<file path="config.mk">
export PLATFORM = sky130hd
export DESIGN_NAME = phy_basic_control_upper
export DESIGN_NICKNAME = d
export VERILOG_FILES = /design/src/phy_bmc_pkg.sv /design/src/latch_until_read.sv /design/src/clear_on_read_count.sv /design/src/phy_basic_control_upper.sv
export SDC_FILE = /design/constraint.sdc
export NUM_CORES = 1
export LEC_CHECK = 0
export BUFFER_PORTS_ARGS = -buffer_cell sky130_fd_sc_hd__buf_2
export CAP_MARGIN = 10
export CELL_PAD_IN_SITES_DETAIL_PLACEMENT = 1
export CELL_PAD_IN_SITES_GLOBAL_PLACEMENT = 2
export CORE_AREA = 2 2 98 119
export DETAILED_ROUTE_END_ITERATION = 8
export DIE_AREA = 0 0 100 121
export GPL_TIMING_DRIVEN = 0
export PLACE_DENSITY_LB_ADDON = 0.1
export REMOVE_ABC_BUFFERS = 1
export SLEW_MARGIN = 20
export SYNTH_ARGS = -nofsm -noshare
export SYNTH_HDL_FRONTEND = slang
export SYNTH_SLANG_ARGS = --single-unit
</file>
<file path="constraint.sdc">
create_clock -name clk -period 2.5 [get_ports clk]
set_clock_uncertainty 0.15 [all_clocks]
set_input_delay 0.5 -clock clk [delete_from_list [all_inputs] [get_ports clk]]
set_output_delay 0.5 -clock clk [all_outputs]
set_load 0.02 [all_outputs]
</file>
<file path="src/phy_bmc_pkg.sv">
// Shared constants and carriers for the basic mode control register block
package phy_bmc_pkg;

  ////////////////////////////////////////////////////////////////////////////
  // Management addressing
  localparam int unsigned ADDR_W = 5;                       // Register address width
  localparam int unsigned DATA_W = 16;                      // Register data width
  localparam logic [4:0] BMC_ADDR = 5'h00;                  // Basic mode control register
  localparam logic [4:0] XST_ADDR = 5'h1e;                  // Access-type status register

  ////////////////////////////////////////////////////////////////////////////
  // Basic mode control field positions
  localparam int unsigned BMC_RST_BIT = 15;                 // Software reset, self clearing
  localparam int unsigned BMC_LOOP_BIT = 14;                // MII loopback
  localparam int unsigned BMC_SPEED_BIT = 13;               // Manual speed, 1 = 100 Mb/s
  localparam int unsigned BMC_AN_BIT = 12;                  // Auto-negotiation enable
  localparam int unsigned BMC_DUPLEX_BIT = 8;               // Manual duplex, held below
  localparam int unsigned LOWER_W = 12;                     // Bits kept by adjoining logic
  localparam logic BMC_LOOP_RST = 1'h0;                     // Loopback value after reset

  ////////////////////////////////////////////////////////////////////////////
  // Access-type status register field positions
  localparam int unsigned XST_LINK_BIT = 15;                // Latched low link status
  localparam int unsigned XST_FAULT_BIT = 14;               // Latched high fault status
  localparam int unsigned XST_BUSY_BIT = 13;                // Self clearing reset event
  localparam int unsigned XST_FIX_LSB = 8;                  // Fixed read-only field
  localparam int unsigned XST_FIX_W = 4;                    // Fixed field width
  localparam logic [3:0] XST_FIX_VAL = 4'h5;                // Fixed value, arbitrary
  localparam int unsigned XST_CNT_W = 8;                    // Clear-on-read counter width

  ////////////////////////////////////////////////////////////////////////////
  // Timing
  localparam int unsigned CLK_PERIOD_NS = 10;               // 100 MHz system clock
  localparam int unsigned SRST_TIME_NS = 1000;              // Software reset duration
  localparam int unsigned SRST_CYCLES =
    (SRST_TIME_NS + CLK_PERIOD_NS - 1) / CLK_PERIOD_NS;     // Rounded up to cycles
  localparam int unsigned SRST_CNT_W = 16;                  // Reset counter width
  localparam logic [1:0] BOOT_WAIT = 2'h3;                  // Cycles before strap capture

  ////////////////////////////////////////////////////////////////////////////
  // Management request carrier
  typedef struct packed {
    logic rd;                                               // Read strobe
    logic wr;                                               // Write strobe
    logic [4:0] addr;                                       // Register address
    logic [15:0] wdata;                                     // Write data
  } mgmt_req_t;

endpackage

</file>
<file path="src/latch_until_read.sv">
`timescale 1ns/1ns
`default_nettype none
// One status bit that latches its event and holds until the register is read
module latch_until_read #(
  parameter bit ACTIVE_LOW = 1'b0
) (
  input wire logic clk,
  input wire logic sys_rst,
  input wire logic ce,
  input wire logic evt,
  input wire logic rd_clr,
  output logic q
);

  localparam logic IDLE_V = ACTIVE_LOW ? 1'b1 : 1'b0;      // Value with no event seen
  localparam logic HIT_V = ~IDLE_V;                         // Value once the event hit

  logic q_r;                                                // Held status

  ////////////////////////////////////////////////////////////////////////////
  // Event wins over the read clear of the same cycle
  always_ff @(posedge clk) begin
    if (sys_rst) begin
      q_r <= IDLE_V;
    end else if (ce) begin
      if (evt) begin
        q_r <= HIT_V;
      end else if (rd_clr) begin
        q_r <= IDLE_V;
      end
    end
  end

  assign q = q_r;

endmodule // latch_until_read
`default_nettype wire

</file>
<file path="src/clear_on_read_count.sv">
`timescale 1ns/1ns
`default_nettype none
// Saturating event counter that returns to zero when it is read, or to one if an event comes in that cycle
module clear_on_read_count #(
  parameter int unsigned W = 8
) (
  input wire logic clk,
  input wire logic sys_rst,
  input wire logic ce,
  input wire logic inc,
  input wire logic rd_clr,
  output logic [W-1:0] q
);

  logic [W-1:0] cnt_r;                                      // Event count
  wire sat_w = &cnt_r;                                      // Count at its top

  ////////////////////////////////////////////////////////////////////////////
  // A read clears; an event in the read cycle starts the new count at one
  always_ff @(posedge clk) begin
    if (sys_rst) begin
      cnt_r <= '0;
    end else if (ce) begin
      if (rd_clr) begin
        cnt_r <= W'(inc);
      end else if (inc && !sat_w) begin
        cnt_r <= cnt_r + W'(1);
      end
    end
  end

  assign q = cnt_r;

endmodule // clear_on_read_count
`default_nettype wire

</file>
<file path="src/phy_basic_control_upper.sv">
`timescale 1ns/1ns
`default_nettype none
// Contract
// - Event bits set on event, self clear after
// - Clear-on-read fields ignore writes, zero after read unless an event hits the read cycle
// - Latched-low bit held low until read
// - Latched-high bit held high until read
// - Fixed read-only field always returns constant
// - Control register decoded at address zero
// - Bit 15 starts reset, reads one until done
// - Reset completion reloads strap configuration bits
// - Bit 14 loops MII transmit into receive
// - Bit 13 picks 100 or 10 Mb/s
// - Bit 12 enables auto-negotiation, strap default
// - Negotiation on ignores manual speed and duplex
// - Bit 8 picks full or half duplex
module phy_basic_control_upper #(
  parameter int unsigned SRST_CYCLES = phy_bmc_pkg::SRST_CYCLES
) (
  input wire logic clk,
  input wire logic sys_rst,
  input wire logic ce,
  input wire phy_bmc_pkg::mgmt_req_t mgmt_req,
  output logic mgmt_ack,
  output logic [15:0] mgmt_rdata,
  input wire logic [11:0] lower_rdata,
  output logic lower_wr,
  output logic [11:0] lower_wdata,
  input wire logic strap_speed_pin,
  input wire logic strap_an_pin,
  input wire logic link_ok,
  input wire logic fault_evt,
  input wire logic an_speed_100,
  input wire logic an_full_duplex,
  input wire logic [3:0] mii_txd,
  input wire logic mii_tx_en,
  input wire logic [3:0] line_rxd,
  input wire logic line_rx_dv,
  output logic [3:0] mii_rxd,
  output logic mii_rx_dv,
  output logic soft_rst,
  output logic speed_100,
  output logic full_duplex,
  output logic an_enable
);

  ////////////////////////////////////////////////////////////////////////////
  // Reset sequencer states
  typedef enum logic [1:0] {
    ST_BOOT,                                                // Power-on strap capture
    ST_IDLE,                                                // Normal operation
    ST_RESET,                                               // Software reset running
    ST_RESTRAP                                              // Reload straps, then done
  } seq_state_t;

  localparam logic [15:0] SRST_LAST = 16'(SRST_CYCLES - 1); // Final count of the reset

  seq_state_t state_r, state_nxt;                           // Sequencer state
  logic [15:0] cnt_r, cnt_nxt;                              // Reset duration counter
  logic [1:0] boot_r;                                       // Wait for strap synchronisers
  logic loop_r;                                             // Loopback control
  logic speed_r;                                            // Manual speed control
  logic an_en_r;                                            // Auto-negotiation enable
  logic spd_s1_r, spd_s2_r;                                 // Speed strap synchroniser
  logic an_s1_r, an_s2_r;                                   // Negotiation strap synchroniser
  logic ack_r;                                              // Answer strobe
  logic [15:0] rdata_r;                                     // Answer data
  logic lwr_r;                                              // Lower write strobe
  logic [11:0] lwdata_r;                                    // Lower write data
  logic [3:0] rxd_r;                                        // Receive data to the MAC
  logic rxdv_r;                                             // Receive valid to the MAC
  logic spd_out_r, dup_out_r;                               // Resolved speed and duplex
  logic st_link, st_fault;                                  // Latched status bits
  logic [7:0] st_cnt;                                       // Fault event count

  ////////////////////////////////////////////////////////////////////////////
  // Address decode and strobes
  wire take_w = ce && (mgmt_req.rd || mgmt_req.wr);         // Request accepted
  wire bmc_hit_w = mgmt_req.addr == phy_bmc_pkg::BMC_ADDR;
  wire xst_hit_w = mgmt_req.addr == phy_bmc_pkg::XST_ADDR;  // Access-type status hit
  wire busy_w = (state_r == ST_RESET) || (state_r == ST_RESTRAP); // Reset in progress
  wire bmc_wr_w = ce && mgmt_req.wr && bmc_hit_w && !busy_w; // Control write taken
  wire rst_req_w = bmc_wr_w && mgmt_req.wdata[phy_bmc_pkg::BMC_RST_BIT];
  wire xst_rd_w = ce && mgmt_req.rd && xst_hit_w;           // Read with side effects
  wire load_strap_w = (state_r == ST_RESTRAP)
    || ((state_r == ST_BOOT) && (boot_r == 2'h0));

  ////////////////////////////////////////////////////////////////////////////
  // Read data assembly
  wire [15:0] bmc_rd_w = {busy_w, loop_r, speed_r, an_en_r, lower_rdata};
  wire [15:0] xst_rd_data_w = {st_link, st_fault, busy_w, 1'b0,
    phy_bmc_pkg::XST_FIX_VAL, st_cnt};
  wire [15:0] rd_sel_w = bmc_hit_w ? bmc_rd_w
    : (xst_hit_w ? xst_rd_data_w : 16'h0000);               // Unmapped reads as zero

  ////////////////////////////////////////////////////////////////////////////
  // Effective speed and duplex selection
  wire spd_sel_w = an_en_r ? an_speed_100 : speed_r;
  wire dup_sel_w = an_en_r ? an_full_duplex
    : lower_rdata[phy_bmc_pkg::BMC_DUPLEX_BIT];

  ////////////////////////////////////////////////////////////////////////////
  // Sequencer next state
  always_comb begin
    state_nxt = state_r;
    cnt_nxt = cnt_r;
    case (state_r)
      ST_BOOT: begin
        if (boot_r == 2'h0) begin
          state_nxt = ST_IDLE;                              // Straps captured
        end
      end
      ST_IDLE: begin
        if (rst_req_w) begin
          state_nxt = ST_RESET;
          cnt_nxt = 16'h0000;
        end
      end
      ST_RESET: begin
        if (cnt_r >= SRST_LAST) begin
          state_nxt = ST_RESTRAP;
        end else begin
          cnt_nxt = cnt_r + 16'h0001;
        end
      end
      ST_RESTRAP: begin
        state_nxt = ST_IDLE;                                // Bit self clears
      end
      default: begin
        state_nxt = ST_IDLE;
      end
    endcase
  end

  ////////////////////////////////////////////////////////////////////////////
  // Sequencer registers
  always_ff @(posedge clk) begin
    if (sys_rst) begin
      state_r <= ST_BOOT;
      cnt_r <= 16'h0000;
      boot_r <= phy_bmc_pkg::BOOT_WAIT;
    end else if (ce) begin
      state_r <= state_nxt;
      cnt_r <= cnt_nxt;
      if (boot_r != 2'h0) begin
        boot_r <= boot_r - 2'h1;
      end
    end
  end

  ////////////////////////////////////////////////////////////////////////////
  // Strap pin synchronisers, free of reset so they fill during it
  always_ff @(posedge clk) begin
    if (ce) begin
      spd_s1_r <= strap_speed_pin;
      spd_s2_r <= spd_s1_r;
      an_s1_r <= strap_an_pin;
      an_s2_r <= an_s1_r;
    end
  end

  ////////////////////////////////////////////////////////////////////////////
  // Control bits: straps load at boot and at software reset completion
  always_ff @(posedge clk) begin
    if (sys_rst) begin
      loop_r <= phy_bmc_pkg::BMC_LOOP_RST;
      speed_r <= 1'b0;
      an_en_r <= 1'b0;
    end else if (ce) begin
      if (load_strap_w) begin
        speed_r <= spd_s2_r;
        an_en_r <= an_s2_r;
        loop_r <= phy_bmc_pkg::BMC_LOOP_RST;
      end else if (bmc_wr_w && !rst_req_w) begin
        loop_r <= mgmt_req.wdata[phy_bmc_pkg::BMC_LOOP_BIT];
        speed_r <= mgmt_req.wdata[phy_bmc_pkg::BMC_SPEED_BIT];
        an_en_r <= mgmt_req.wdata[phy_bmc_pkg::BMC_AN_BIT];
      end
    end
  end

  ////////////////////////////////////////////////////////////////////////////
  // Management answer and pass-through to the lower bits
  always_ff @(posedge clk) begin
    if (sys_rst) begin
      ack_r <= 1'b0;
      rdata_r <= 16'h0000;
      lwr_r <= 1'b0;
      lwdata_r <= 12'h000;
    end else if (ce) begin
      ack_r <= take_w;
      rdata_r <= mgmt_req.rd ? rd_sel_w : 16'h0000;
      lwr_r <= mgmt_req.wr && bmc_hit_w;
      lwdata_r <= mgmt_req.wdata[phy_bmc_pkg::LOWER_W-1:0];
    end
  end

  ////////////////////////////////////////////////////////////////////////////
  // Receive path mux and resolved mode outputs
  always_ff @(posedge clk) begin
    if (sys_rst) begin
      rxd_r <= 4'h0;
      rxdv_r <= 1'b0;
      spd_out_r <= 1'b0;
      dup_out_r <= 1'b0;
    end else if (ce) begin
      rxd_r <= loop_r ? mii_txd : line_rxd;
      rxdv_r <= loop_r ? mii_tx_en : line_rx_dv;
      spd_out_r <= spd_sel_w;
      dup_out_r <= dup_sel_w;
    end
  end

  ////////////////////////////////////////////////////////////////////////////
  // Access-type status cells
  latch_until_read #(.ACTIVE_LOW(1'b1)) link_cell (
    .clk(clk),
    .sys_rst(sys_rst),
    .ce(ce),
    .evt(!link_ok),
    .rd_clr(xst_rd_w),
    .q(st_link)
  );

  latch_until_read #(.ACTIVE_LOW(1'b0)) fault_cell (
    .clk(clk),
    .sys_rst(sys_rst),
    .ce(ce),
    .evt(fault_evt),
    .rd_clr(xst_rd_w),
    .q(st_fault)
  );

  clear_on_read_count #(.W(phy_bmc_pkg::XST_CNT_W)) fault_count (
    .clk(clk),
    .sys_rst(sys_rst),
    .ce(ce),
    .inc(fault_evt),
    .rd_clr(xst_rd_w),
    .q(st_cnt)
  );

  ////////////////////////////////////////////////////////////////////////////
  // Output drive
  assign mgmt_ack = ack_r;
  assign mgmt_rdata = rdata_r;
  assign lower_wr = lwr_r;
  assign lower_wdata = lwdata_r;
  assign mii_rxd = rxd_r;
  assign mii_rx_dv = rxdv_r;
  assign soft_rst = busy_w;
  assign speed_100 = spd_out_r;
  assign full_duplex = dup_out_r;
  assign an_enable = an_en_r;
endmodule // phy_basic_control_upper
`default_nettype wire

</file>
=== Yosys cells after proc, flatten, opt, wreduce, memory -nomap -nowiden ===
Cells that the tools add are included.

* $add $sub $neg: 3
* Order comparisons: 1
* Equal/unequal tests: 9
* Muxes and demuxes: 26
* Reductions and logical operators: 33

{| class="wikitable"
|+ Operators by type and width
! cell !! number
|-
| $mux 16 || 5
|-
| $pmux 16 s2 || 1
|-
| $add 16x1->16 const B || 1
|-
| $ge 16x7->1 const B || 1
|-
| $mux 8 || 2
|-
| $mux 1 || 13
|-
| $logic_and 1x1->1 || 11
|-
| $reduce_and 2->1 || 5
|-
| $reduce_bool 2->1 || 5
|-
| $add 8x1->8 const B || 1
|-
| $pmux 2 s4 || 1
|-
| $reduce_and 4->1 || 2
|-
| $reduce_and 8->1 || 1
|-
| $mux 2 || 3
|-
| $ne 2x1->1 const B || 3
|-
| $eq 5x5->1 const B || 1
|-
| $logic_not 5->1 || 1
|-
| $eq 2x2->1 const B || 2
|-
| $logic_not 2->1 || 2
|-
| $mux 4 || 1
|-
| $ne 2x2->1 const B || 2
|-
| $logic_not 1->1 || 3
|-
| $logic_or 1x1->1 || 3
|-
| $eq 2x1->1 const B || 1
|-
| $sub 2x1->2 const B || 1
|}

* Register bits after elaboration: 74
* Input port bits: 54
* Output and inout port bits: 39
* Logic and storage cells: 93

=== Depth between registers and ports, before layout ===
Gate-level depths: netlist of run 1.

* Word-level depth: 9
* Depth in mapped cells: 7
* Depth with buffers taken out: 6

=== Hierarchy ===
Synthesis of run 1 repeated with hierarchy kept, for this count alone.

* Cells, all modules: 340
* Area total of the unflattened synthesis: 3334.4 µm²

{| class="wikitable"
|+ By module, submodules not included
! module !! instances !! cells each !! area an instance (µm²) !! seq. area each (µm²)
|-
| phy_basic_control_upper || 1 || 270 || 2750.1 || 1321.3
|-
| clear_on_read_count || 1 || 62 || 504.2 || 160.2
|-
| latch_until_read (fault_cell) || 1 || 4 || 42.5 || 20.0
|-
| latch_until_read (link_cell) || 1 || 4 || 37.5 || 20.0
|}

=== Worst setup path before layout of run 1 ===
No wires, ideal clock.

* Path kind: flip-flop to flip-flop
* Start point: reg state_r[0]
* End point: reg state_r[0]
* Library setup time: 0.121 ns
* Data arrival time: 1.748 ns
* Data required time: 2.229 ns
* Setup slack: 0.481 ns
* Stages on the path, launching flop included: 7
* Buffers on the path: 0
* Period minus slack after synthesis: 2.019 ns
* Cells stage by stage: dfxtp_1 > inv_1 > ha_1 > nor4_4 > a32oi_1 > nor3_1 > mux2_2

* Longest elaborated chain between the ends: 7
* Elaborated cells between the ends (all ways): 13
* Those cells by class: 6 x eq/ne; 1 x mux; 6 x reduce/logical

{| class="wikitable"
|+ Ends and longest elaborated chain
! item !! RTL line !! source
|-
| start: declaration || phy_basic_control_upper.sv:58 || <nowiki>seq_state_t state_r, state_nxt;</nowiki>
|-
| start signal: assignment || phy_basic_control_upper.sv:143 || <nowiki>state_r <= state_nxt;</nowiki>
|-
| $eq 2x2->1 || phy_basic_control_upper.sv:81, phy_basic_control_upper.sv:107 ||
|-
| $logic_or 1x1->1 || phy_basic_control_upper.sv:81 || <nowiki>wire busy_w = (state_r == ST_RESET) || (state_r == ST_RESTRAP);</nowiki>
|-
| $logic_not 1->1 || phy_basic_control_upper.sv:82 || <nowiki>wire bmc_wr_w = ce && mgmt_req.wr && bmc_hit_w && !busy_w;</nowiki>
|-
| $logic_and 1x1->1 || phy_basic_control_upper.sv:82 ||
|-
| $logic_and 1x1->1 || phy_basic_control_upper.sv:83 || <nowiki>wire rst_req_w = bmc_wr_w && mgmt_req.wdata[phy_bmc_pkg::BMC_RST_BIT];</nowiki>
|-
| $ne 2x2->1 (no line) || -- ||
|-
| $reduce_and 4->1 (no line) || -- ||
|}

Parallel ways exist; a longest one is shown, timed or not.
A chain may end at the register's enable or synchronous reset.

=== Worst setup path in the final report of run 1 ===
Same ends and word-level chain as after synthesis.

==> results.md, run 1 <==
- Global route overflow: 0
- Post-synthesis async set-or-reset flop share: 0
- Path type of the worst setup path: flip-flop to flip-flop
- Core region area: 10900 sq um
- Die outline width: 100 um
- Mapped cell area: 3210 sq um
- Share of the clock period used by the worst path after layout: 0.945
- Sum of negative setup slack: 0 ns
- Drc violations: 0
- Highest ir drop seen on vdd: 0.000288 V
- Share of final-layout standard cells stronger than drive strength 1: 0.286
- DRT antenna net count: 0
- Crit start category: flip-flop
- # nets final: 477
- Total Routing Usage GR: 0.158
- Number of vias per cell after detailed routing: 5.15
- Worst Setup Slack, final: 0.138 ns
- Outcome: finished clean
- CP Max Fanout: 11
- Avg Cell Area, Syn: 9.75 sq um
- TritonCTS clock tree: yes
- Wire length per cell: ~16 um
- Final core utilization: 0.370
- Clock net sink count: 74
- Worst path required time: 2.58 ns
- Detailed-placement wirelength estimate: 6.32 mm
- Overall power after layout: roughly 0.0027 W
- Largest cells by area after synthesis: dfxtp_1, mux2i_1, nor2_1
- Ys Warns: 0
- Clk pin slew, worst setup/hold paths: 0.06 ns
- RSZ-0062 raised after global routing: no
- TritonRoute pass-1 iters: 5
- Critical Path Sink Type: flip-flop
- Antenna violations before repair: 0
- Initial drt markers: roughly 130
- Most frequent cells after synthesis: dfxtp_1, nor2_1, nand2_1
- Relative max-transition margin: 0.385
- Starting density of the core: 0.293
- Post-CTS setup-driven buffer insertion count: 0
- CTS hold repair buffers: 0
- Wirelength, routed: 8.94 mm
- Number of flops mapped to enable cells by yosys: 4
- Antenna diode count: 0
- Static leakage: 1.70 nW
- Area share of the largest cell type after synthesis: 0.437
- Critical path data arrival time: about 2.4 ns
- Placed Instance Area: approximately 3800 sq um
- Via count: 2841
- Height of the die: 121 um
- Worst hold-check path type: primary input to flip-flop
- # Max-Cap Violations: 0
- Final critical-path required period: 2.36 ns
- Seq/Total Area, Yosys: 0.474
- Most numerous cell in the Yosys netlist: dfxtp_1
- Seq cells post-synth: 74
- Placement Setup Slack: -0.601 ns
- Post-layout instance area: just over 4000 sq um
- Master cell of the clock root buffer: clkbuf_16
- Global placement routability congestion: 0.780
- Main flop type after synthesis: dfxtp_1
- Setup slack of the worst register-to-register path: 0.14 ns
- Yosys top cell by area: dfxtp_1
- Number of primary I/O pins: 93
- Count of port buffers added during placement: 92
- Setup violators final: 0
- Vias in the first global route: 2932
- Number of distinct standard cells referenced by the synthesized netlist: between 50 and 60
- Max-slew violation count: 0
- Full die area: 12100 sq um
- Cell count after synthesis: 329
- TritonCTS buffer count: 9
- Maximum number of pins on one net before global-route repair: 49
- Layout Area Growth over Synthesis: 26.1%
- First-pass GRT wire length: about 15 mm
- Upper clock frequency limit: 423 MHz
- Placement row count: 42
- Count of H-tree levels built during CTS: 3
- Later-pin clock latency in the skew report: 0.34 ns
- Clock tree buffer depth: 2
- Total power density per cell area: between 600 and 700 nW/um^2
- Actual slew at the worst max-slew pin: 0.923 ns
- Final count of hold timing violations: 0
[repair_timing]
item | 4_1_cts | 5_1_grt
endpoints found under the setup margin | 25 | 2
pin swaps | 0 | 0
resized for setup | 3 | 1
cloned | 0 | 0
[routing by layer]
| layer | routed length, um | global-route usage |
|---|---|---|
| met1 | 3950 | 0.198 |
| met2 | 4300 | 0.254 |
| met3 | 538 | 0.0421 |
| met4 | 158 | 0.0719 |
| met5 | 0 | 0 |
[where the power goes]
group          leakage [nW]  switching, W  internal (W)
logic                 0.962      0.000150     0.0000990
registers             0.609     0.0000199       0.00123
clock network         0.128      0.000489      0.000664
total                  1.70      0.000659       0.00199
[cells in the final DEF (no fill, tap or decap), types with 4 or more instances in the layout]
cell type | Yosys | final
nand2_1 | 25 | 25
a21oi_1 | 13 | 13
nor2_1 | 41 | 41
and3_1 | 4 | 4
edfxtp_1 | 4 | 4
and2_1 | 7 | 7
nand3_1 | 6 | 6
nand4_1 | 6 | 6
clkbuf_16 | 0 | 9
o22a_1 | 4 | 4
o21ai_0 | 5 | 5
dfxtp_1 | 70 | 70
ha_1 | 8 | 8
a211oi_1 | 9 | 9
a311oi_1 | 5 | 5
a222oi_1 | 11 | 11
inv_1 | 11 | 11
buf_2 | 4 | 91
mux2i_1 | 23 | 23
nor4_1 | 8 | 8
xnor2_1 | 7 | 7
[cell type report]
type | count | area (sq um)
fillers | 1300 | 6890
multi-input cells | 225 | 1590
flip-flops and latches | 74 | 1520
repair buffers | 93 | 470
clock buffers | 12 | 236
well taps | 132 | 165
inverters | 12 | 45.0
clock inverters | 4 | 18.8
[state kept, by name, indices dropped and copies added (netlist names)]
name	count
fault_count.q	8
speed_r	1
loop_r	1
lower_wdata	12
an_enable	1
speed_100	1
boot_r	2
state_r	2
cnt_r	16
mgmt_rdata	16
fault_cell.q	1
mii_rx_dv	1
spd_s1_r	1
full_duplex	1
an_s1_r	1
an_s2_r	1
mgmt_ack	1
lower_wr	1
mii_rxd	4
spd_s2_r	1
link_cell.q	1
[critical path: stages, from the launching register on]
cell	delay, ns
dfxtp_1	0.40
inv_1	0.10
ha_1	0.30
nor4_4	0.35
a32oi_4	0.26
nor3_2	0.31
mux2_2	0.37
[path summary, 6_finish.rpt]
| path | cells after the start | start | to |
|---|---|---|---|
| setup reg to reg | 6 | state_r[0] | state_r[0] |
| setup / recovery | 6 | state_r[0] | state_r[0] |
| hold / removal | 1 | strap_speed_pin | spd_s1_r |
| hold reg to reg | 0 | spd_s1_r | spd_s2_r |
[cells by family (layout without fill, tap and decap cells)]
kind of cell               after synthesis  count (layout)  synth area share
adders and majority gates                8               8            0.0312
muxes                                   24              24            0.0753
and+or+nand+nor                        115             115             0.189
AOI/OAI and AO/OA                       71              71             0.171
xor gates and xnor gates                 7               7            0.0191
DFF                                     74              74             0.474
buffers and inverters                   30             121            0.0402
[through the flow]
stage	std cells	hold slack [ns]
detailed placement	536	0.266
global placement	535	0.252
floorplan	311	0.250
finish	552	0.196
global route	552	0.192
CTS	552	0.186
Power figures use the tool's default switching activity.
==> run 2, diff against run 1 <==
- clock period: 2.5 -> 2.4 ns (I/O delays scaled with it)
==> results.md, run 2 (same netlist as run 1, synthesis figures left out) <==
- Placement row count: 42 (unchanged)
- Initial drt markers: 126 (-1.6%)
- Upper clock frequency limit: 439 MHz (+3.7%)
- Worst path required time: 2.48 ns (-0.10 ns)
- Most common library cell in the layout ignoring fill and taps: buf_2
- Detailed-placement wirelength estimate: 6.32 mm (unchanged)
- Clock net sink count: 74 (unchanged)
- CP Max Fanout: 8 (-3)
- Worst Setup Slack, final: 0.124 ns (-0.0148 ns)
- Final count of hold timing violations: 0 (unchanged)
- DRT antenna net count: 0 (unchanged)
- Net load switching power: 0.000687 W (+4.3%)
- Final core utilization: 0.373 (+0.00321)
- Global placement routability congestion: 0.780 (unchanged)
- Static leakage: 1.70 nW (+0.34%)
- Count of port buffers added during placement: 92 (unchanged)
- Layout Area Growth over Synthesis: 27.1%
- Critical path data arrival time: 2.35 ns (-0.09 ns)
- Number of primary I/O pins: 93 (unchanged)
- Wirelength, routed: 8.96 mm (+0.19%)
- # nets final: 479 (+0.42%)
- # Max-Cap Violations: 0 (unchanged)
- Placement Setup Slack: -0.681 ns (-0.0800 ns)
- Switching Fraction: 0.249 (about the same)
- Drc violations: 0 (unchanged)
- Starting density of the core: 0.293 (unchanged)
- Worst hold-check path type: primary input to flip-flop
- Filler cells: 1298 (-0.15%)
- Outcome: finished clean
- Later-pin clock latency in the skew report: 0.33 ns (about the same)
- Highest ir drop seen on vdd: 0.000297 V (+3.2%)
- Internal power consumption: 0.00208 W (+4.4%)
- Part of the power in combinational logic: 0.096 (+0.002)
- Part of the total power dissipated in sequential elements: 0.470 (about the same)
- Antenna diode count: 0 (unchanged)
- TritonCTS buffer count: 9 (unchanged)
- TritonRoute pass-1 iters: 4 (-1)
- Setup violators final: 0 (unchanged)
- Total power density per cell area: 678 nW/um^2 (+3.5%)
- RSZ-0062 raised after global routing: no
- Sequential standard cell area: 1520 sq um (unchanged)
- CTS hold repair buffers: 0 (unchanged)
- Global route overflow: 0 (unchanged)
- Crit start category: flip-flop
- Wire length per cell: 16.2 um (-0.17%)
- Height of the die: 121 um (unchanged)
- Total Routing Usage GR: 0.159 (about the same)
- Final critical-path required period: 2.28 ns (-0.0852 ns)
- Post-layout instance area: 4080 sq um (+0.87%)
- Clock tree buffer depth: 2 (unchanged)
- Maximum number of pins on one net before global-route repair: 49 (unchanged)
- Critical Path Sink Type: flip-flop
- Via count: 2842 (+0.035%)
- Area used by multi-input combinational logic: 1600 sq um (+0.87%)
- Share of the clock period used by the worst path after layout: 0.948 (+0.00385)
- First-pass GRT wire length: 14.9 mm (about the same)
- Number of vias per cell after detailed routing: 5.13 (-0.33%)
- Full die area: 12100 sq um (unchanged)
- Relative max-transition margin: 0.475 (+0.0898)
- Clk pin slew, worst setup/hold paths: 0.06 ns (about the same)
- Placed Instance Area: 3760 sq um (unchanged)
- Master cell of the clock root buffer: clkbuf_16
- Highest-count cells in the layout ignoring fill and taps: buf_2, dfxtp_1, nor2_1
- Actual slew at the worst max-slew pin: 0.785 ns (-0.137 ns)
- Vias in the first global route: 2932 (unchanged)
- Die outline width: 100 um (unchanged)
- Count of H-tree levels built during CTS: 3 (unchanged)
- Max-slew violation count: 0 (unchanged)
- Share of final-layout standard cells stronger than drive strength 1: 0.296 (+0.0105)
- Antenna violations before repair: 0 (unchanged)
- Core region area: 10900 sq um (unchanged)
- Share of total power in the clock network: 0.434 (about the same)
- Path type of the worst setup path: flip-flop to flip-flop
- TritonCTS clock tree: yes
run 2: cell count changes in the layout (fill, tap and decap cells not counted), sizes merged:
cell,previous run,this run
buf,93,94
clkinv,5,4
clkbuf,12,13
clkinvlp,0,1
run 2: worst paths after layout:
| kind | from | end | slack, ns | cells after the start |
|---|---|---|---|---|
| setup / recovery | state_r[0] | state_r[0] | 0.12 | 7 |
| hold / removal | strap_speed_pin | spd_s1_r | 0.18 | 1 |
| setup reg to reg | state_r[0] | state_r[0] | 0.12 | 7 |
| hold reg to reg | an_s1_r | an_s2_r | 0.28 | 0 |
run 2: timing repair:
item	CTS	global route
pin swaps	0	2
gates cloned	0	0
setup buffers	0	2
gates resized for setup	4	5
setup endpoints to repair	29	19
run 2: through the flow:
step / cells / total power (W) / hold slack, ns / setup TNS [ns]
3_5_place_dp: 536 / 0.00159 / 0.266 / -18.77
4_1_cts: 552 / 0.00281 / 0.166 / 0
6_report: 554 / 0.00277 / 0.178 / 0
3_3_place_gp: 535 / 0.00158 / 0.252 / -26.97
5_1_grt: 554 / 0.00291 / 0.172 / 0
2_1_floorplan: 311 / 0.00145 / 0.250 / 0
run 2: area by class of cell:
type / count / area share
Clock buffer: 12 / 0.0580
Clock inverter: 4 / 0.00460
Inverter: 12 / 0.0120
Multi-Input combinational cell: 225 / 0.392
Sequential cell: 74 / 0.373
Tap cell: 132 / 0.0405
Timing Repair Buffer: 95 / 0.120
run 2: per-layer routing:
metal / track usage / wire, um / share of wire / up-vias
li1: - / - / - / 1398
met1: 0.199 / 3990 / 0.44 / 1374
met2: 0.254 / 4330 / 0.48 / 62
met3: 0.0421 / 502 / 0.056 / 8
met4: 0.0719 / 140 / 0.016 / 0
met5: 0 / 0 / 0 / -
run 2: critical path, stage by stage, from the launching register on:
cell and delay (ns):
dfxtp_1 0.40, inv_1 0.10, ha_2 0.25, nor4_4 0.31
buf_4 0.17, a32oi_4 0.17, nor3_4 0.26, mux2_2 0.36
run 2: power by group through the flow:
| stage | registers, W | logic, W | clock network [W] |
|---|---|---|---|
| after CTS | 0.00130 | 0.000264 | 0.00124 |
| after floorplan | 0.00135 | 0.000101 | 0 |
| after global placement | 0.00133 | 0.000254 | 0 |
| after detailed placement | 0.00133 | 0.000259 | 0 |
| final | 0.00130 | 0.000266 | 0.00120 |
| after global routing | 0.00130 | 0.000296 | 0.00131 |
